--- config.mk ---
export PLATFORM = sky130hd
export DESIGN_NAME = cido_core
export DESIGN_NICKNAME = d
export VERILOG_FILES = /design/src/cido_pkg.sv /design/src/cido_core.sv
export VERILOG_INCLUDE_DIRS = /design/src
export SDC_FILE = /design/constraint.sdc
export NUM_CORES = 1
export LEC_CHECK = 0
export BUFFER_PORTS_ARGS = -buffer_cell sky130_fd_sc_hd__buf_2
export CAP_MARGIN = 10
export CELL_PAD_IN_SITES_DETAIL_PLACEMENT = 0
export CELL_PAD_IN_SITES_GLOBAL_PLACEMENT = 1
export CORE_ASPECT_RATIO = 1.25
export CORE_MARGIN = 5
export CORE_UTILIZATION = 25
export CTS_CLUSTER_SIZE = 10
export DETAILED_ROUTE_END_ITERATION = 6
export GPL_ROUTABILITY_DRIVEN = 0
export PLACE_DENSITY_LB_ADDON = 0.15
export SYNTH_ARGS = -nofsm -noshare
export SYNTH_HDL_FRONTEND = slang
export SYNTH_SLANG_ARGS = --single-unit
--- constraint.sdc ---
create_clock -name i_clk -period 10.24 [get_ports i_clk]
set_input_delay 0.512 -clock i_clk [delete_from_list [all_inputs] [get_ports i_clk]]
set_output_delay 0.512 -clock i_clk [all_outputs]
set_load 0.005 [all_outputs]
--- src/cido_params.svh ---
// constants of the inc/dec/or/branch execution block
// assumes a 14-bit instruction word and a 40 MHz instruction clock
`ifndef CIDO_PARAMS_SVH
`define CIDO_PARAMS_SVH

// ==========================================
// instruction word fields
`define CIDO_OP6_MSB      13
`define CIDO_OP6_LSB      8
`define CIDO_DEST_BIT     7
`define CIDO_FADDR_MSB    6
`define CIDO_OP3_LSB      11
`define CIDO_BR_MSB       10
`define CIDO_LIT_MSB      7
`define CIDO_LATCH_HI     4
`define CIDO_LATCH_LO     3

// ==========================================
// opcode codes
`define CIDO_OP_DEC_SKIP  6'h0b
`define CIDO_OP_INC_SKIP  6'h0f
`define CIDO_OP_INC       6'h0a
`define CIDO_OP_OR_REG    6'h04
`define CIDO_OP_OR_LIT    6'h38
`define CIDO_OP3_BRANCH   3'h5

// ==========================================
// reset values
`define CIDO_RST_PC       13'h0000
`define CIDO_RST_ACC      8'h00
`define CIDO_RST_ZERO     1'b0
`define CIDO_RST_BYTE     8'h00

`endif

--- src/cido_pkg.sv ---
// types of the inc/dec/or/branch execution block
// assumes nothing beyond the constants header
package cido_pkg;
   // ==========================================
   // sequencer states, one-hot
   typedef enum logic [1:0] {
      CIDO_ST_EXEC = 2'b01,  // executes the word on the bus
      CIDO_ST_IDLE = 2'b10   // second cycle, word discarded
   } cido_state_t;
endpackage

--- src/cido_core.sv ---
// execution of the decrement/increment-skip, increment, or and branch subset
// assumes program memory presents one word per clock with a valid strobe,
// and the upper address latch comes from logic on the same clock
//
// Notes on behaviour
// RL1: decrement_skip_on_null subtracts one from register 0..127, flags untouched.
// RL2: a zero decrement result turns the next word into an idle cycle.
// RL3: destination bit 0 writes accumulator, 1 writes the addressed register.
// RL4: increment_skip_on_null adds one, flags untouched, zero result skips next word.
// RL5: branch loads 11-bit immediate into pc 10:0, latch bits 4:3 into pc 12:11.
// RL6: branch takes immediates 0..2047, always two cycles, flags unchanged.
// RL7: or literal ORs accumulator with 8-bit literal, stores accumulator, zero flag only.
// RL8: increment_register_op adds one, routes by destination, updates zero, never skips.
// RL9: or register ORs accumulator with register, routes by destination, zero flag only.
// RL10: zero flag set when the 8-bit result is zero; single-cycle ops take one cycle.
`include "cido_params.svh"

module cido_core #(
   parameter int REG_COUNT = 128
) (
   // clock and reset
   input  wire logic        i_clk,
   input  wire logic        i_sys_rst,
   // program memory word
   input  wire logic        i_instr_valid,
   input  wire logic [13:0] i_instr,
   // upper address latch contents
   input  wire logic [4:0]  i_upper_address_latch,
   // register observation
   input  wire logic [6:0]  i_peek_addr,
   output logic      [7:0]  o_peek_data,
   // architectural state
   output logic      [12:0] o_pc,
   output logic      [7:0]  o_accumulator,
   output logic             o_zero_flag,
   output logic             o_idle_cycle,
   output logic             o_retire
);

   // ==========================================
   // state
   cido_pkg::cido_state_t state;
   cido_pkg::cido_state_t next_state;
   logic [12:0]           next_pc;
   logic [7:0]            next_acc;
   logic                  next_zero;
   logic                  next_retire;
   logic [7:0]            next_peek;
   logic                  hold_pc;
   logic                  next_hold;
   logic                  wr_en;
   logic [6:0]            wr_addr;
   logic [7:0]            wr_data;
   logic [7:0]            regs [REG_COUNT];

   // ==========================================
   // decode
   logic                  fire;
   logic [5:0]            op6;
   logic [6:0]            faddr;
   logic                  dest_reg;
   logic [7:0]            operand;
   logic [7:0]            lit;
   logic [10:0]           br_target;
   logic                  is_dec_skip;
   logic                  is_inc_skip;
   logic                  is_inc;
   logic                  is_or_reg;
   logic                  is_or_lit;
   logic                  is_branch;
   logic [7:0]            dec_val;
   logic [7:0]            inc_val;

   // words seen in the idle cycle are dropped, not executed
   assign fire        = (state == cido_pkg::CIDO_ST_EXEC) && i_instr_valid;
   assign op6         = i_instr[`CIDO_OP6_MSB:`CIDO_OP6_LSB];
   assign faddr       = i_instr[`CIDO_FADDR_MSB:0];
   assign dest_reg    = i_instr[`CIDO_DEST_BIT];
   assign operand     = regs[faddr];
   assign lit         = i_instr[`CIDO_LIT_MSB:0];
   assign br_target   = i_instr[`CIDO_BR_MSB:0];
   assign is_dec_skip = fire && (op6 == `CIDO_OP_DEC_SKIP);
   assign is_inc_skip = fire && (op6 == `CIDO_OP_INC_SKIP);
   assign is_inc      = fire && (op6 == `CIDO_OP_INC);
   assign is_or_reg   = fire && (op6 == `CIDO_OP_OR_REG);
   assign is_or_lit   = fire && (op6 == `CIDO_OP_OR_LIT);
   assign is_branch   = fire && (i_instr[`CIDO_OP6_MSB:`CIDO_OP3_LSB] == `CIDO_OP3_BRANCH);
   assign dec_val     = operand - 8'h01;
   assign inc_val     = operand + 8'h01;

   // ==========================================
   // next-state logic
   always_comb begin
      logic [7:0] res;
      logic       to_dest;
      res         = 8'h00;
      to_dest     = 1'b0;
      next_state  = cido_pkg::CIDO_ST_EXEC;
      next_pc     = o_pc;
      next_acc    = o_accumulator;
      next_zero   = o_zero_flag;
      next_retire = 1'b0;
      next_hold   = 1'b0;
      wr_en       = 1'b0;
      wr_addr     = faddr;
      wr_data     = 8'h00;
      next_peek   = regs[i_peek_addr];
      case (state)
         cido_pkg::CIDO_ST_IDLE: begin
            // a skipped word still occupies an address, so pc moves past it;
            // after a branch pc already names the target, which must run next
            next_retire = 1'b1;
            next_pc     = hold_pc ? o_pc : o_pc + 13'h0001;       // see RL5
         end
         cido_pkg::CIDO_ST_EXEC: begin
            if (fire) begin
               next_retire = 1'b1;
               next_pc     = o_pc + 13'h0001;
               if (is_dec_skip) begin
                  res     = dec_val;                               // see RL1
                  to_dest = 1'b1;
                  if (dec_val == 8'h00) begin
                     next_state = cido_pkg::CIDO_ST_IDLE;          // see RL2
                  end
               end else if (is_inc_skip) begin
                  res     = inc_val;                               // see RL4
                  to_dest = 1'b1;
                  if (inc_val == 8'h00) begin
                     next_state = cido_pkg::CIDO_ST_IDLE;          // see RL4
                  end
               end else if (is_inc) begin
                  res       = inc_val;                             // see RL8
                  to_dest   = 1'b1;
                  next_zero = (inc_val == 8'h00);                  // see RL10
               end else if (is_or_reg) begin
                  res       = o_accumulator | operand;             // see RL9
                  to_dest   = 1'b1;
                  next_zero = (res == 8'h00);                      // see RL10
               end else if (is_or_lit) begin
                  res       = o_accumulator | lit;                 // see RL7
                  next_acc  = res;
                  next_zero = (res == 8'h00);                      // see RL10
               end else if (is_branch) begin
                  // flags untouched, second cycle forced
                  next_pc    = {i_upper_address_latch[`CIDO_LATCH_HI:`CIDO_LATCH_LO], br_target}; // see RL5
                  next_state = cido_pkg::CIDO_ST_IDLE;             // see RL6
                  next_hold  = 1'b1;                               // see RL5
               end
               // destination select for register-operand forms
               if (to_dest) begin
                  if (dest_reg) begin
                     wr_en   = 1'b1;                               // see RL3
                     wr_data = res;
                  end else begin
                     next_acc = res;                               // see RL3
                  end
               end
            end
         end
         default: begin
            next_state = cido_pkg::CIDO_ST_EXEC;
         end
      endcase
   end

   // ==========================================
   // registers; the file itself has no reset, like any data memory
   always_ff @(posedge i_clk) begin
      if (i_sys_rst) begin
         state         <= cido_pkg::CIDO_ST_EXEC;
         o_pc          <= `CIDO_RST_PC;
         o_accumulator <= `CIDO_RST_ACC;
         o_zero_flag   <= `CIDO_RST_ZERO;
         o_retire      <= 1'b0;
         o_peek_data   <= `CIDO_RST_BYTE;
         hold_pc       <= 1'b0;
      end else begin
         state         <= next_state;
         o_pc          <= next_pc;
         o_accumulator <= next_acc;
         o_zero_flag   <= next_zero;
         o_retire      <= next_retire;
         o_peek_data   <= next_peek;
         hold_pc       <= next_hold;
      end
   end

   // plain clocked process: the file may be preloaded from outside, which always_ff forbids
   always @(posedge i_clk) begin
      if (wr_en && !i_sys_rst) begin
         regs[wr_addr] <= wr_data;
      end
   end

   // one-hot bit of the idle state, taken straight from the state flop
   assign o_idle_cycle = state[1];
endmodule // cido_core

==> impl_results.html, run 1 <==
<table>
<tr><th>Metric</th><th>Value</th></tr>
<tr><th colspan="2">Run status</th></tr>
<tr><td>Run status</td><td>complete, no violations</td></tr>
<tr><th colspan="2">Clocking</th></tr>
<tr><td>Number of buffers inserted by hold repair at cts</td><td>0</td></tr>
<tr><td>Quantity of gates resized following cts</td><td>0</td></tr>
<tr><td>Clock sink total</td><td>1058</td></tr>
<tr><td>CTS tree</td><td>yes</td></tr>
<tr><td>Clk Tree Root Cell</td><td>clkbuf_16</td></tr>
<tr><td>Cts bufs inserted</td><td>120</td></tr>
<tr><td>Largest buffer count on any clock path</td><td>3</td></tr>
<tr><td>Clk slew on worst S/H paths</td><td>0.06 ns</td></tr>
<tr><td>Insertion delay of the later-clocked pin in the worst-skew pair</td><td>0.78 ns</td></tr>
<tr><td>Clock H-tree levels</td><td>3</td></tr>
<tr><td>Post CTS Setup Buffer Count</td><td>0</td></tr>
<tr><th colspan="2">Cells and area</th></tr>
<tr><td>Area taken by flip-flops and latches</td><td>~0.031 mm^2</td></tr>
<tr><td># fillers</td><td>19904</td></tr>
<tr><td>Non-Filler Cell Area, Final</td><td>slightly below 0.06 mm^2</td></tr>
<tr><td>Layout Area Growth over Synthesis</td><td>14.8%</td></tr>
<tr><td>Multi-input combinational cell area</td><td>0.0180 mm^2</td></tr>
<tr><td>Layout cells sized above 1</td><td>29.2%</td></tr>
<tr><td>Post-route insts no fill</td><td>5896</td></tr>
<tr><td>Net count reported at finish</td><td>3170</td></tr>
<tr><td>Final core utilization</td><td>28.9%</td></tr>
<tr><th colspan="2">Synth</th></tr>
<tr><td>EDFF count, synth</td><td>1024</td></tr>
<tr><td>Flip-flop cell with the highest count after synthesis</td><td>edfxtp_1</td></tr>
<tr><td>Synth Area per Inst</td><td>roughly 17 um^2</td></tr>
<tr><td>Total standard cell area after synthesis</td><td>0.0507 mm^2</td></tr>
<tr><td>Number of distinct library cells after synthesis</td><td>94</td></tr>
<tr><td>Most frequent cell after synthesis</td><td>edfxtp_1</td></tr>
<tr><td>Top-area cell type share of the netlist area</td><td>60.7%</td></tr>
<tr><td>Synthesized flop and latch total</td><td>~1100</td></tr>
<tr><td>Leading post-synthesis cells by instance count</td><td>edfxtp_1 (1024), mux4_2 (399), nor2_1 (213)</td></tr>
<tr><td>Top cell type by total area after synthesis</td><td>edfxtp_1</td></tr>
<tr><td>Dominant cells by area after synthesis</td><td>edfxtp_1 (61%), mux4_2 (18%), mux2i_1 (2.7%)</td></tr>
<tr><td>FFs w/ async S/R, synth</td><td>0%</td></tr>
<tr><td>Sequential fraction of the synthesis area</td><td>62.0%</td></tr>
<tr><td>Post-Synthesis Cells</td><td>2998</td></tr>
<tr><td>Number of warning messages in the yosys log</td><td>0</td></tr>
<tr><td>Total nets after synthesis</td><td>3034</td></tr>
<tr><th colspan="2">Worst setup path</th></tr>
<tr><td>Data arrival time of the critical path</td><td>between 7 and 8 ns</td></tr>
<tr><td>Setup CP Type</td><td>in2reg</td></tr>
<tr><td>Capturing element type of the critical path</td><td>flop</td></tr>
<tr><td>Data required time at the worst endpoint</td><td>10.63 ns</td></tr>
<tr><td>Maximum fanout along the worst path</td><td>80</td></tr>
<tr><td>Element type at the critical path start</td><td>input port</td></tr>
<tr><th colspan="2">Timing</th></tr>
<tr><td>Time the final worst path needs with I/O delays and setup</td><td>6.99 ns</td></tr>
<tr><td>Fmax</td><td>143 MHz</td></tr>
<tr><td>Unrepaired setup endpoints after global routing</td><td>no</td></tr>
<tr><td>Worst slew margin relative to its limit</td><td>slightly below 10%</td></tr>
<tr><td>Worst setup skew after layout</td><td>about 0.048 ns</td></tr>
<tr><td>Setup TNS</td><td>0 ns</td></tr>
<tr><td>Worst Setup Slack, final</td><td>3.25 ns</td></tr>
<tr><td>Setup violation total in the final timing report</td><td>0</td></tr>
<tr><td>Worst hold slack across all endpoints</td><td>0.131 ns</td></tr>
<tr><td>Final hold violation count</td><td>0</td></tr>
<tr><td>Pins Over Slew Limit</td><td>0</td></tr>
<tr><td>Period Utilization, post-route</td><td>68.3%</td></tr>
<tr><td>Actual transition at the worst max-transition pin</td><td>1.35 ns</td></tr>
<tr><th colspan="2">Power</th></tr>
<tr><td>Portion of total power attributed to the clock network</td><td>between 40% and 50%</td></tr>
<tr><td>Switching Share</td><td>23.6%</td></tr>
<tr><td>Cell-internal power</td><td>7.04 mW</td></tr>
<tr><td>Worst IR drop on VDD</td><td>0.000129 V</td></tr>
<tr><td>Leakage dissipation</td><td>20.6 nW</td></tr>
<tr><td>Final Total Pwr</td><td>9.21 mW</td></tr>
<tr><td>Power density over cell area</td><td>158 mW/mm^2</td></tr>
<tr><td>Sw Pwr</td><td>2.17 mW</td></tr>
<tr><td>Logic gate share of total power</td><td>6.6%</td></tr>
<tr><td>Flop pwr share</td><td>50.8%</td></tr>
<tr><th colspan="2">Drt</th></tr>
<tr><td>Routed wire length</td><td>216000 um</td></tr>
<tr><td>1st-iter DRT viols</td><td>3571</td></tr>
<tr><td>Post-DR wirelength/cell</td><td>roughly 37 um</td></tr>
<tr><td>Router iterations before antenna repair</td><td>6</td></tr>
<tr><td>Detail Route Antenna Nets</td><td>0</td></tr>
<tr><td>DR vias/cell</td><td>5.51</td></tr>
<tr><td>Total DRC errors in the routed layout</td><td>0</td></tr>
<tr><td>Via count</td><td>roughly 32000</td></tr>
<tr><th colspan="2">Global route</th></tr>
<tr><td>Global-route wire length before repair</td><td>293000 um</td></tr>
<tr><td>Initial antenna violation count</td><td>14</td></tr>
<tr><td>Overall routing resource usage</td><td>20.0%</td></tr>
<tr><td>Via count of the first global-routing pass</td><td>33132</td></tr>
<tr><td>Pin count of the biggest net entering global routing</td><td>117</td></tr>
<tr><td>Global-route congestion overflow total</td><td>0</td></tr>
<tr><th colspan="2">Floorplanning</th></tr>
<tr><td>Die boundary height</td><td>513 um</td></tr>
<tr><td>Row Count</td><td>about 180</td></tr>
<tr><td>Initial Util</td><td>between 20% and 30%</td></tr>
<tr><td>Floorplan die width</td><td>between 400 and 500 um</td></tr>
<tr><td>Io pins</td><td>61</td></tr>
<tr><td>Standard cell core area</td><td>0.201 mm^2</td></tr>
<tr><td>Die Outline Area</td><td>between 0.2 and 0.25 mm^2</td></tr>
<tr><th colspan="2">Run</th></tr>
<tr><td>Max-cap violation count</td><td>0</td></tr>
<tr><th colspan="2">Place</th></tr>
<tr><td>DP Wirelength</td><td>142000 um</td></tr>
<tr><td>Standard cell area after detailed placement</td><td>0.0548 mm^2</td></tr>
<tr><td>Port buffer count</td><td>57</td></tr>
<tr><td>Post-placement cell count</td><td>~5700</td></tr>
<tr><td>Setup Slack @ Placement</td><td>2.09 ns</td></tr>
<tr><th colspan="2">Min path</th></tr>
<tr><td>Worst hold path type</td><td>in2reg</td></tr>
</table>
[layout by cell type, fill, tap and decap left out, types with 40 or more instances in the layout]
cell	Yosys	layout
nor2_1	213	205
o21ai_0	59	59
mux2_2	77	77
nand2_1	125	125
mux4_2	399	399
mux2i_1	139	139
edfxtp_1	1024	1024
buf_2	53	52
buf_4	23	200
clkbuf_1	103	40
clkbuf_16	0	122
a22oi_1	62	62
a221oi_1	113	113
a21oi_1	71	70
[power by group through the flow]
| stage | clock network (mW) | registers (mW) | logic, mW |
|---|---|---|---|
| finish | 3.93 | 4.68 | 0.608 |
| CTS | 4.03 | 4.68 | 0.612 |
| global placement | 0 | 4.77 | 0.612 |
| global route | 4.19 | 4.68 | 0.628 |
| floorplan | 0 | 4.77 | 0.342 |
| detailed placement | 0 | 4.77 | 0.611 |
[cell type report]
cell class / count / share of cell area, %
sequential: 1058 / 54.0
antenna: 9 / 0.0387
clock buffer: 169 / 5.67
multi-input combinational: 1675 / 30.9
timing repair buffer: 264 / 3.37
clock inverter: 9 / 0.114
inverter: 15 / 0.0989
tap: 2697 / 5.80
[path summary, 6_finish.rpt]
check                                         startpoint            to  slack [ns]  depth (start not counted)
worst max register to register                  state[1]   regs[17][1]        4.07                         12
worst min register to register                  o_pc[10]      o_pc[10]        0.53                          2
worst min-delay path            i_upper_address_latch[4]      o_pc[12]        0.13                          3
worst max-delay path                          i_instr[2]  regs[123][6]        3.25                         18
[sequential cells by signal, summed over array words and instances (netlist names)]
| register | count |
|---|---|
| o_zero_flag | 1 |
| state | 2 |
| o_pc | 13 |
| o_retire | 1 |
| hold_pc | 1 |
| regs | 1024 |
| o_peek_data | 8 |
| o_accumulator | 8 |
[logic make-up after synthesis]
group,Yosys count,synth area share (%)
simple gates,497,4.52
buf+inv,265,2.76
compound gates,547,8.21
flops,1058,62.0
xor+xnor,8,0.138
mux,616,22.2
fa+ha+maj,7,0.173
[per-layer routing]
layer  track usage [%]  wire length (um)  share of wire, %  vias up
li1                  -                 -                 -    12908
met4              9.50             11000               5.1        4
met2              34.2            108000                50     1636
met5                 0                27             0.012        -
met3              2.61             13000               6.0      324
met1              24.9             84600                39    17601
[worst max-delay path, cell delays in order]
cell and delay (ns):
buf_8 0.44, buf_4 0.63, nor2b_4 0.54, a22oi_1 0.17, o221ai_1 0.21, a21oi_1 0.07, or4_1 0.59, a32oi_1 0.63
and2_1 0.45, ha_1 0.30, inv_1 0.07, a41oi_1 0.43, nand3_1 0.19, mux2i_1 0.22, a211oi_1 0.13, nor2_4 0.39
buf_12 0.27, buf_4 0.77
No activity file was read; power rests on OpenSTA's default activity.
==> run 2, diff against run 1 <==
==> constraint.sdc (replaced) <==
create_clock -name i_clk -period 5.77 [get_ports i_clk]
set_input_delay 0.2885 -clock i_clk [delete_from_list [all_inputs] [get_ports i_clk]]
set_output_delay 0.2885 -clock i_clk [all_outputs]
set_load 0.005 [all_outputs]
==> impl_results.html, run 2 (synthesis gave the netlist of run 1 again) <==
<table>
<tr><th>Metric</th><th>Value</th></tr>
<tr><th colspan="2">Run status</th></tr>
<tr><td>Run status</td><td>complete, no violations (unchanged)</td></tr>
<tr><th colspan="2">Drt</th></tr>
<tr><td>Post-DR wirelength/cell</td><td>36.1 um (was 36.7 um)</td></tr>
<tr><td>Router iterations before antenna repair</td><td>5 (was 6)</td></tr>
<tr><td>DR vias/cell</td><td>5.42 (was 5.51)</td></tr>
<tr><td>Total DRC errors in the routed layout</td><td>0 (unchanged)</td></tr>
<tr><td>1st-iter DRT viols</td><td>3498 (was 3571)</td></tr>
<tr><td>Detail Route Antenna Nets</td><td>0 (unchanged)</td></tr>
<tr><td>Routed wire length</td><td>217000 um (was 216000 um)</td></tr>
<tr><td>Via count</td><td>32600 (was 32473)</td></tr>
<tr><th colspan="2">Clocking</th></tr>
<tr><td>Insertion delay of the later-clocked pin in the worst-skew pair</td><td>0.77 ns (was 0.78 ns)</td></tr>
<tr><td>CTS tree</td><td>yes (unchanged)</td></tr>
<tr><td>Cts bufs inserted</td><td>120 (unchanged)</td></tr>
<tr><td>Clock sink total</td><td>1058 (unchanged)</td></tr>
<tr><td>Clk Tree Root Cell</td><td>clkbuf_16 (unchanged)</td></tr>
<tr><td>Largest buffer count on any clock path</td><td>3 (unchanged)</td></tr>
<tr><td>Quantity of gates resized following cts</td><td>0 (unchanged)</td></tr>
<tr><td>Clock H-tree levels</td><td>3 (unchanged)</td></tr>
<tr><td>Clk slew on worst S/H paths</td><td>0.05 ns (was 0.06 ns)</td></tr>
<tr><th colspan="2">Global route</th></tr>
<tr><td>Initial antenna violation count</td><td>6 (was 14)</td></tr>
<tr><td>Via count of the first global-routing pass</td><td>34021 (was 33132)</td></tr>
<tr><td>Global-route wire length before repair</td><td>296000 um (was 293000 um)</td></tr>
<tr><td>Overall routing resource usage</td><td>20.1% (was 20.0%)</td></tr>
<tr><td>Pin count of the biggest net entering global routing</td><td>129 (was 117)</td></tr>
<tr><td>Global-route congestion overflow total</td><td>0 (unchanged)</td></tr>
<tr><th colspan="2">Floorplanning</th></tr>
<tr><td>Floorplan die width</td><td>413 um (unchanged)</td></tr>
<tr><td>Die Outline Area</td><td>0.212 mm^2 (unchanged)</td></tr>
<tr><td>Die boundary height</td><td>513 um (unchanged)</td></tr>
<tr><td>Standard cell core area</td><td>0.201 mm^2 (unchanged)</td></tr>
<tr><td>Row Count</td><td>184 (unchanged)</td></tr>
<tr><td>Initial Util</td><td>25.2% (unchanged)</td></tr>
<tr><td>Io pins</td><td>61 (unchanged)</td></tr>
<tr><th colspan="2">Worst setup path</th></tr>
<tr><td>Buffers plus inverters on the worst setup path</td><td>6 (was 5)</td></tr>
<tr><td>Data required time at the worst endpoint</td><td>6.18 ns (was 10.63 ns)</td></tr>
<tr><td>Setup CP Type</td><td>in2reg (unchanged)</td></tr>
<tr><td>Maximum fanout along the worst path</td><td>72 (was 80)</td></tr>
<tr><td>R2R Path End</td><td>regs[62][4] (was regs[17][1])</td></tr>
<tr><td>Slowest library cell on the worst path</td><td>a221oi_1 (was buf_4)</td></tr>
<tr><td>Biggest cell delay along the critical path</td><td>0.66 ns (was 0.77 ns)</td></tr>
<tr><td>Capturing element type of the critical path</td><td>flop (unchanged)</td></tr>
<tr><td>Element type at the critical path start</td><td>input port (unchanged)</td></tr>
<tr><td>Endpoint of the worst setup timing path</td><td>regs[62][4] (was regs[123][6])</td></tr>
<tr><td>Logic depth of the worst path, buffers included</td><td>16 (was 18)</td></tr>
<tr><td>CP delay by family, top</td><td>compound AO/OA/AOI/OAI gates (was buffers and inverters)</td></tr>
<tr><td>Setup slack of the most critical reg-to-reg path</td><td>0.70 ns (was 4.07 ns)</td></tr>
<tr><td>Cells on worst reg2reg path</td><td>14 (was 12)</td></tr>
<tr><td>Beginning of the worst register-to-register path</td><td>regs[5][1] (was state[1])</td></tr>
<tr><td>Crit path from</td><td>i_instr[1] (was i_instr[2])</td></tr>
<tr><td>Data arrival time of the critical path</td><td>5.53 ns (was 7.39 ns)</td></tr>
<tr><td>Cells along the critical path</td><td>buf_8, buf_12, mux4_2, a221oi_1, o22ai_1, buf_4, a31oi_1, nand3_2, buf_4, inv_1, ha_1, nand2_1, xor2_1, a221oi_1, nor2_4, buf_12 (was buf_8, buf_4, nor2b_4, a22oi_1, o221ai_1, a21oi_1, or4_1, a32oi_1, and2_1, ha_1, inv_1, a41oi_1, nand3_1, mux2i_1, a211oi_1, nor2_4, buf_12, buf_4)</td></tr>
<tr><th colspan="2">Timing</th></tr>
<tr><td>Setup violation total in the final timing report</td><td>0 (unchanged)</td></tr>
<tr><td>Actual transition at the worst max-transition pin</td><td>1.29 ns (was 1.35 ns)</td></tr>
<tr><td>Worst setup skew after layout</td><td>0.0367 ns (was 0.0485 ns)</td></tr>
<tr><td>Time the final worst path needs with I/O delays and setup</td><td>~5 ns</td></tr>
<tr><td>Worst slew margin relative to its limit</td><td>11.7% (was 9.77%)</td></tr>
<tr><td>Fmax</td><td>195 MHz</td></tr>
<tr><td>Period Utilization, post-route</td><td>about nine tenths</td></tr>
<tr><td>Final hold violation count</td><td>0 (unchanged)</td></tr>
<tr><td>Pins Over Slew Limit</td><td>0 (unchanged)</td></tr>
<tr><td>Setup TNS</td><td>0 ns (unchanged)</td></tr>
<tr><td>Unrepaired setup endpoints after global routing</td><td>no (unchanged)</td></tr>
<tr><th colspan="2">Cells and area</th></tr>
<tr><td># fillers</td><td>19828 (was 19904)</td></tr>
<tr><td>Top library cells by usage in the layout, fill and taps aside</td><td>edfxtp_1 (1024), mux4_2 (399), buf_4 (296), nor2_1 (206), mux2i_1 (139) (was edfxtp_1 (1024), mux4_2 (399), nor2_1 (205), buf_4 (200), mux2i_1 (139))</td></tr>
<tr><td>Layout Area Growth over Synthesis</td><td>18.0% (was 14.8%)</td></tr>
<tr><td>Flip-flop count of the largest register after layout</td><td>1024 (unchanged)</td></tr>
<tr><td>Register containing the most flip-flops in the final layout</td><td>regs (unchanged)</td></tr>
<tr><td>Registers with the most flip-flops</td><td>regs x1024, o_pc x13 (unchanged)</td></tr>
<tr><td>Layout cells sized above 1</td><td>32.1% (was 29.2%)</td></tr>
<tr><td>Commonest non-fill, non-tap cell in the layout</td><td>edfxtp_1 (unchanged)</td></tr>
<tr><td>Net count reported at finish</td><td>3315 (was 3170)</td></tr>
<tr><th colspan="2">Power</th></tr>
<tr><td>Leakage dissipation</td><td>21.5 nW (was 20.6 nW)</td></tr>
<tr><td>Cell-internal power</td><td>12.6 mW (was 7.04 mW)</td></tr>
<tr><td>Flop pwr share</td><td>50.5% (was 50.8%)</td></tr>
<tr><td>Logic gate share of total power</td><td>7.1% (was 6.6%)</td></tr>
<tr><td>Switching Share</td><td>23.4% (was 23.6%)</td></tr>
<tr><td>Worst IR drop on VDD</td><td>0.000259 V (was 0.000129 V)</td></tr>
<tr><td>Portion of total power attributed to the clock network</td><td>42.4% (was 42.6%)</td></tr>
<tr><td>Power density over cell area</td><td>275 mW/mm^2 (was 158 mW/mm^2)</td></tr>
<tr><td>Sw Pwr</td><td>3.85 mW (was 2.17 mW)</td></tr>
<tr><td>Final Total Pwr</td><td>16.4 mW (was 9.21 mW)</td></tr>
<tr><th colspan="2">Place</th></tr>
<tr><td>DP Wirelength</td><td>149000 um (was 142000 um)</td></tr>
<tr><td>Port buffer count</td><td>57 (unchanged)</td></tr>
<tr><th colspan="2">Min path</th></tr>
<tr><td>Worst hold path type</td><td>in2reg (unchanged)</td></tr>
<tr><th colspan="2">Run</th></tr>
<tr><td>Max-cap violation count</td><td>0 (unchanged)</td></tr>
</table>
-- run 2: changes by cell type in the layout (fill, tap and decap cells not counted), moves of 2 or more --
cell and delta:
bufinv_16 +3, a2111oi_0 +3, diode_2 -8, dlygate4sd3_1 +9, buf_4 +96, buf_12 +43
clkbuf_8 -5, buf_2 -2, a2111oi_1 -3, clkbuf_1 -12
-- run 2: worst min path at each step --
stage                             start               end  slack [ns]  depth (start not counted)
final                       i_instr[12]           o_pc[1]        0.09                          5
after global placement         o_pc[10]          o_pc[10]        0.52                          2
after floorplan           i_instr_valid          o_retire        0.48                          2
after detailed placement       o_pc[10]          o_pc[10]        0.53                          2
after CTS                   i_instr[12]           o_pc[0]       0.009                          5
after global routing         i_instr[7]  o_accumulator[7]         0.1                          3
-- run 2: layer usage --
metal | track usage [%] | vias to the layer above | wire (um) | share of wire [%]
li1 | - | 13162 | - | -
met1 | 24.8 | 17689 | 85400 | 39
met2 | 35.4 | 1410 | 110000 | 51
met3 | 2.82 | 339 | 12200 | 5.6
met4 | 8.19 | 0 | 9670 | 4.4
met5 | 0 | - | 0 | 0
-- run 2: layout make-up --
class / instances / area (um^2) / area share, %
Timing Repair Buffer: 409 / 3610 / 6.03
Inverter: 15 / 57.6 / 0.0962
Clock buffer: 152 / 3200 / 5.34
Antenna cell: 1 / 2.50 / 0.00418
Multi-Input combinational cell: 1675 / 18000 / 30.1
Clock inverter: 11 / 151 / 0.253
Sequential cell: 1058 / 31400 / 52.5
Tap cell: 2697 / 3370 / 5.64
-- run 2: per-stage QoR --
step	instances	setup slack [ns]	util [%]	hold slack [ns]	cell area, um^2
after CTS	6017	0.800	29.7	0.00945	59800
after floorplan	2998	0.255	-	0.481	50700
final	6018	0.650	29.7	0.0877	59800
after detailed placement	5845	0.0221	28.0	0.528	56400
after global routing	6018	0.555	29.7	0.0975	59800
after global placement	5845	0.0275	28.0	0.516	56400
-- run 2: what timing repair did --
item,4_1_cts,5_1_grt
hold endpoints to repair,18,0
hold buffers,9,0
buffers inserted,0,0
-- run 2: worst reg2reg max path: stages (launching register included) --
cell and delay, ns:
edfxtp_1 0.40, mux4_2 0.52, a221oi_1 0.48, o22ai_1 0.24, buf_4 0.23, a31oi_1 0.66, nand3_2 0.17, buf_4 0.23
inv_1 0.08, ha_1 0.32, nand2_1 0.11, xor2_1 0.16, a221oi_1 0.66, nor2_4 0.13, buf_12 0.22
-- run 2: power groups by stage --
stage                     combinational, mW  sequential (mW)  clock, mW
final                                  1.16             8.31       6.98
after global placement                 1.16             8.47          0
after CTS                              1.17             8.31       7.18
after floorplan                       0.606             8.47          0
after detailed placement               1.16             8.47          0
after global routing                   1.20             8.30       7.45
==> run 3, diff against run 2 <==
--- a/config.mk
+++ b/config.mk
@@ -13,6 +13,7 @@
 export CORE_ASPECT_RATIO = 1.25
 export CORE_MARGIN = 5
 export CORE_UTILIZATION = 25
+export CTS_BUF_LIST = sky130_fd_sc_hd__clkbuf_8 sky130_fd_sc_hd__clkbuf_16
 export CTS_CLUSTER_SIZE = 10
 export DETAILED_ROUTE_END_ITERATION = 6
 export GPL_ROUTABILITY_DRIVEN = 0
==> impl_results.html, run 3 (synthesis gave the netlist of run 1 again) <==
<table>
<tr><th>Metric</th><th>Value</th></tr>
<tr><th colspan="2">Run status</th></tr>
<tr><td>Run status</td><td>complete, but fails checks (was complete, no violations)</td></tr>
<tr><td>Failing checks</td><td>design-rule violations</td></tr>
<tr><th colspan="2">Clocking</th></tr>
<tr><td>Insertion delay of the later-clocked pin in the worst-skew pair</td><td>0.77 ns (about the same)</td></tr>
<tr><td>Post CTS Setup Buffer Count</td><td>0 (unchanged)</td></tr>
<tr><td>Clock sink total</td><td>1058 (unchanged)</td></tr>
<tr><td>Largest buffer count on any clock path</td><td>3 (unchanged)</td></tr>
<tr><td>CTS tree</td><td>yes (unchanged)</td></tr>
<tr><td>Clk Tree Root Cell</td><td>clkbuf_16 (unchanged)</td></tr>
<tr><td>Clock H-tree levels</td><td>3 (unchanged)</td></tr>
<tr><td>Clk slew on worst S/H paths</td><td>0.05 ns (about the same)</td></tr>
<tr><td>Cts bufs inserted</td><td>120 (unchanged)</td></tr>
<tr><th colspan="2">Cells and area</th></tr>
<tr><td>Commonest non-fill, non-tap cell in the layout</td><td>edfxtp_1 (unchanged)</td></tr>
<tr><td>Flip-flop count of the largest register after layout</td><td>1024 (unchanged)</td></tr>
<tr><td>Layout cells sized above 1</td><td>32.1% (unchanged)</td></tr>
<tr><td>Layout Area Growth over Synthesis</td><td>18.0% (about the same)</td></tr>
<tr><td>Register containing the most flip-flops in the final layout</td><td>regs (unchanged)</td></tr>
<tr><td>Post-route insts no fill</td><td>6020 (was 6018)</td></tr>
<tr><td>Registers with the most flip-flops</td><td>regs x1024, o_pc x13 (unchanged)</td></tr>
<tr><td>Top library cells by usage in the layout, fill and taps aside</td><td>edfxtp_1 (1024), mux4_2 (399), buf_4 (296), nor2_1 (206), mux2i_1 (139) (unchanged)</td></tr>
<tr><td>Net count reported at finish</td><td>3315 (unchanged)</td></tr>
<tr><th colspan="2">Timing</th></tr>
<tr><td>Worst hold slack across all endpoints</td><td>0.0806 ns (was 0.0877 ns)</td></tr>
<tr><td>Fmax</td><td>198 MHz (was 195 MHz)</td></tr>
<tr><td>Pins Over Slew Limit</td><td>0 (unchanged)</td></tr>
<tr><td>Period Utilization, post-route</td><td>87.7% (was 88.7%)</td></tr>
<tr><td>Time the final worst path needs with I/O delays and setup</td><td>5.06 ns (was 5.12 ns)</td></tr>
<tr><td>Setup TNS</td><td>0 ns (unchanged)</td></tr>
<tr><td>Unrepaired setup endpoints after global routing</td><td>no (unchanged)</td></tr>
<tr><td>Worst slew margin relative to its limit</td><td>17.8% (was 11.7%)</td></tr>
<tr><td>Final hold violation count</td><td>0 (unchanged)</td></tr>
<tr><td>Setup violation total in the final timing report</td><td>0 (unchanged)</td></tr>
<tr><td>Actual transition at the worst max-transition pin</td><td>1.23 ns (was 1.29 ns)</td></tr>
<tr><td>Worst setup skew after layout</td><td>0.0389 ns (was 0.0367 ns)</td></tr>
<tr><th colspan="2">Floorplanning</th></tr>
<tr><td>Die boundary height</td><td>513 um (unchanged)</td></tr>
<tr><td>Die Outline Area</td><td>0.212 mm^2 (unchanged)</td></tr>
<tr><td>Standard cell core area</td><td>0.201 mm^2 (unchanged)</td></tr>
<tr><td>Row Count</td><td>184 (unchanged)</td></tr>
<tr><td>Floorplan die width</td><td>413 um (unchanged)</td></tr>
<tr><td>Initial Util</td><td>25.2% (unchanged)</td></tr>
<tr><td>Io pins</td><td>61 (unchanged)</td></tr>
<tr><th colspan="2">Power</th></tr>
<tr><td>Worst IR drop on VDD</td><td>0.000261 V (was 0.000259 V)</td></tr>
<tr><td>Leakage dissipation</td><td>21.6 nW (was 21.5 nW)</td></tr>
<tr><td>Power density over cell area</td><td>274 mW/mm^2 (was 275 mW/mm^2)</td></tr>
<tr><th colspan="2">Worst setup path</th></tr>
<tr><td>Cells on worst reg2reg path</td><td>14 (unchanged)</td></tr>
<tr><td>Data arrival time of the critical path</td><td>5.47 ns (was 5.53 ns)</td></tr>
<tr><td>Element type at the critical path start</td><td>input port (unchanged)</td></tr>
<tr><td>Capturing element type of the critical path</td><td>flop (unchanged)</td></tr>
<tr><td>Setup slack of the most critical reg-to-reg path</td><td>0.76 ns (was 0.70 ns)</td></tr>
<tr><td>Slowest library cell on the worst path</td><td>a31oi_1 (was a221oi_1)</td></tr>
<tr><td>Maximum fanout along the worst path</td><td>73 (was 72)</td></tr>
<tr><td>CP delay by family, top</td><td>compound AO/OA/AOI/OAI gates (unchanged)</td></tr>
<tr><td>Buffers plus inverters on the worst setup path</td><td>6 (unchanged)</td></tr>
<tr><td>Cells along the critical path</td><td>buf_8, buf_12, mux4_2, a221oi_1, o22ai_1, buf_4, a31oi_1, nand3_2, buf_4, inv_1, ha_1, nand2_1, xor2_1, a221oi_1, nor2_4, buf_12 (unchanged)</td></tr>
<tr><td>Biggest cell delay along the critical path</td><td>0.64 ns (was 0.66 ns)</td></tr>
<tr><td>Beginning of the worst register-to-register path</td><td>regs[5][1] (unchanged)</td></tr>
<tr><td>R2R Path End</td><td>regs[62][4] (unchanged)</td></tr>
<tr><td>Data required time at the worst endpoint</td><td>6.18 ns (about the same)</td></tr>
<tr><td>Setup CP Type</td><td>in2reg (unchanged)</td></tr>
<tr><th colspan="2">Drt</th></tr>
<tr><td>Total DRC errors in the routed layout</td><td>1 (was 0)</td></tr>
<tr><td>Router iterations before antenna repair</td><td>7 (was 5)</td></tr>
<tr><td>Post-DR wirelength/cell</td><td>36.1 um (about the same)</td></tr>
<tr><td>1st-iter DRT viols</td><td>3534 (was 3498)</td></tr>
<tr><td>Routed wire length</td><td>217000 um (about the same)</td></tr>
<tr><td>Detail Route Antenna Nets</td><td>0 (unchanged)</td></tr>
<tr><td>DR vias/cell</td><td>5.42 (about the same)</td></tr>
<tr><td>Via count</td><td>32638 (was 32600)</td></tr>
<tr><th colspan="2">Global route</th></tr>
<tr><td>Fraction of met3 tracks used by global routing</td><td>2.81% (was 2.82%)</td></tr>
<tr><td>Via count of the first global-routing pass</td><td>34053 (was 34021)</td></tr>
<tr><td>Global-route wire length before repair</td><td>296000 um (about the same)</td></tr>
<tr><td>Most heavily used metal layer in global routing</td><td>met2 (unchanged)</td></tr>
<tr><td>Initial antenna violation count</td><td>6 (unchanged)</td></tr>
<tr><td>Global-route congestion overflow total</td><td>0 (unchanged)</td></tr>
<tr><td>Met1 Track Usage GR</td><td>24.8% (about the same)</td></tr>
<tr><td>Met2 Track Usage GR</td><td>35.3% (was 35.4%)</td></tr>
<tr><td>Pin count of the biggest net entering global routing</td><td>129 (unchanged)</td></tr>
<tr><td>Overall routing resource usage</td><td>20.1% (about the same)</td></tr>
<tr><th colspan="2">Min path</th></tr>
<tr><td>Worst hold path type</td><td>in2reg (unchanged)</td></tr>
<tr><td>Worst Min Path Start</td><td>i_instr[12] (unchanged)</td></tr>
<tr><td>Cell depth of the worst min-delay path</td><td>5 (unchanged)</td></tr>
<tr><td>Worst min-delay path endpoint</td><td>o_pc[1] (unchanged)</td></tr>
<tr><th colspan="2">Place</th></tr>
<tr><td>DP Wirelength</td><td>149000 um (unchanged)</td></tr>
<tr><td>Post-placement cell count</td><td>5845 (unchanged)</td></tr>
<tr><td>Port buffer count</td><td>57 (unchanged)</td></tr>
<tr><th colspan="2">Run</th></tr>
<tr><td>Max-cap violation count</td><td>0 (unchanged)</td></tr>
</table>
## run 3: layout make-up
cell class / count / area [um^2]
fill: 19826 / 142000
sequential: 1058 / 31400
multi-input combinational: 1675 / 18000
timing repair buffer: 409 / 3610
tap: 2697 / 3370
clock buffer: 124 / 3090
clock inverter: 39 / 256
inverter: 15 / 57.6
antenna: 3 / 7.51
## run 3: metal layers
layer	share of wire [%]	wire, um	vias up
li1	-	-	13178
met1	39	85700	17749
met2	51	110000	1381
met3	5.5	12100	330
met4	4.4	9500	0
met5	0	0	-
## run 3: worst reg2reg max path: stages (launching register included)
cell and delay (ns):
edfxtp_1 0.40, mux4_2 0.52, a221oi_1 0.47, o22ai_1 0.23, buf_4 0.23, a31oi_1 0.64, nand3_2 0.17, buf_4 0.23
inv_1 0.08, ha_1 0.33, nand2_1 0.11, xor2_1 0.16, a221oi_1 0.63, nor2_4 0.12, buf_12 0.22
## run 3: stage by stage
stage	utilization (%)	power, mW	setup slack, ns	area (um^2)
after floorplan	-	9.07	0.255	50700
after global placement	28.0	9.63	0.0275	56400
after global routing	29.7	16.9	0.555	59800
after CTS	29.7	16.6	0.800	59800
final	29.7	16.4	0.711	59800
after detailed placement	28.0	9.63	0.0221	56400
## run 3: report_power, final
part	total [mW]	switching (mW)	leakage [nW]	internal, mW
logic	1.16	0.790	7.69	0.370
registers	8.31	0.00563	12.2	8.30
clock network	6.94	3.06	1.74	3.88
## run 3: timing repair
action,CTS,global route
hold buffers,9,0
endpoints found under the hold margin,18,0
resized for setup,0,0
## run 3: how the worst max path moves through the flow
stage	from	endpoint	slack, ns	depth (start not counted)
after CTS	regs[7][1]	regs[58][4]	0.80	14
after global routing	i_instr[1]	regs[113][4]	0.56	16
after detailed placement	i_instr[0]	regs[62][4]	0.02	16
final	i_instr[1]	regs[62][4]	0.71	16
after global placement	i_instr[0]	regs[62][4]	0.03	16
after floorplan	i_instr[1]	regs[0][5]	0.25	14
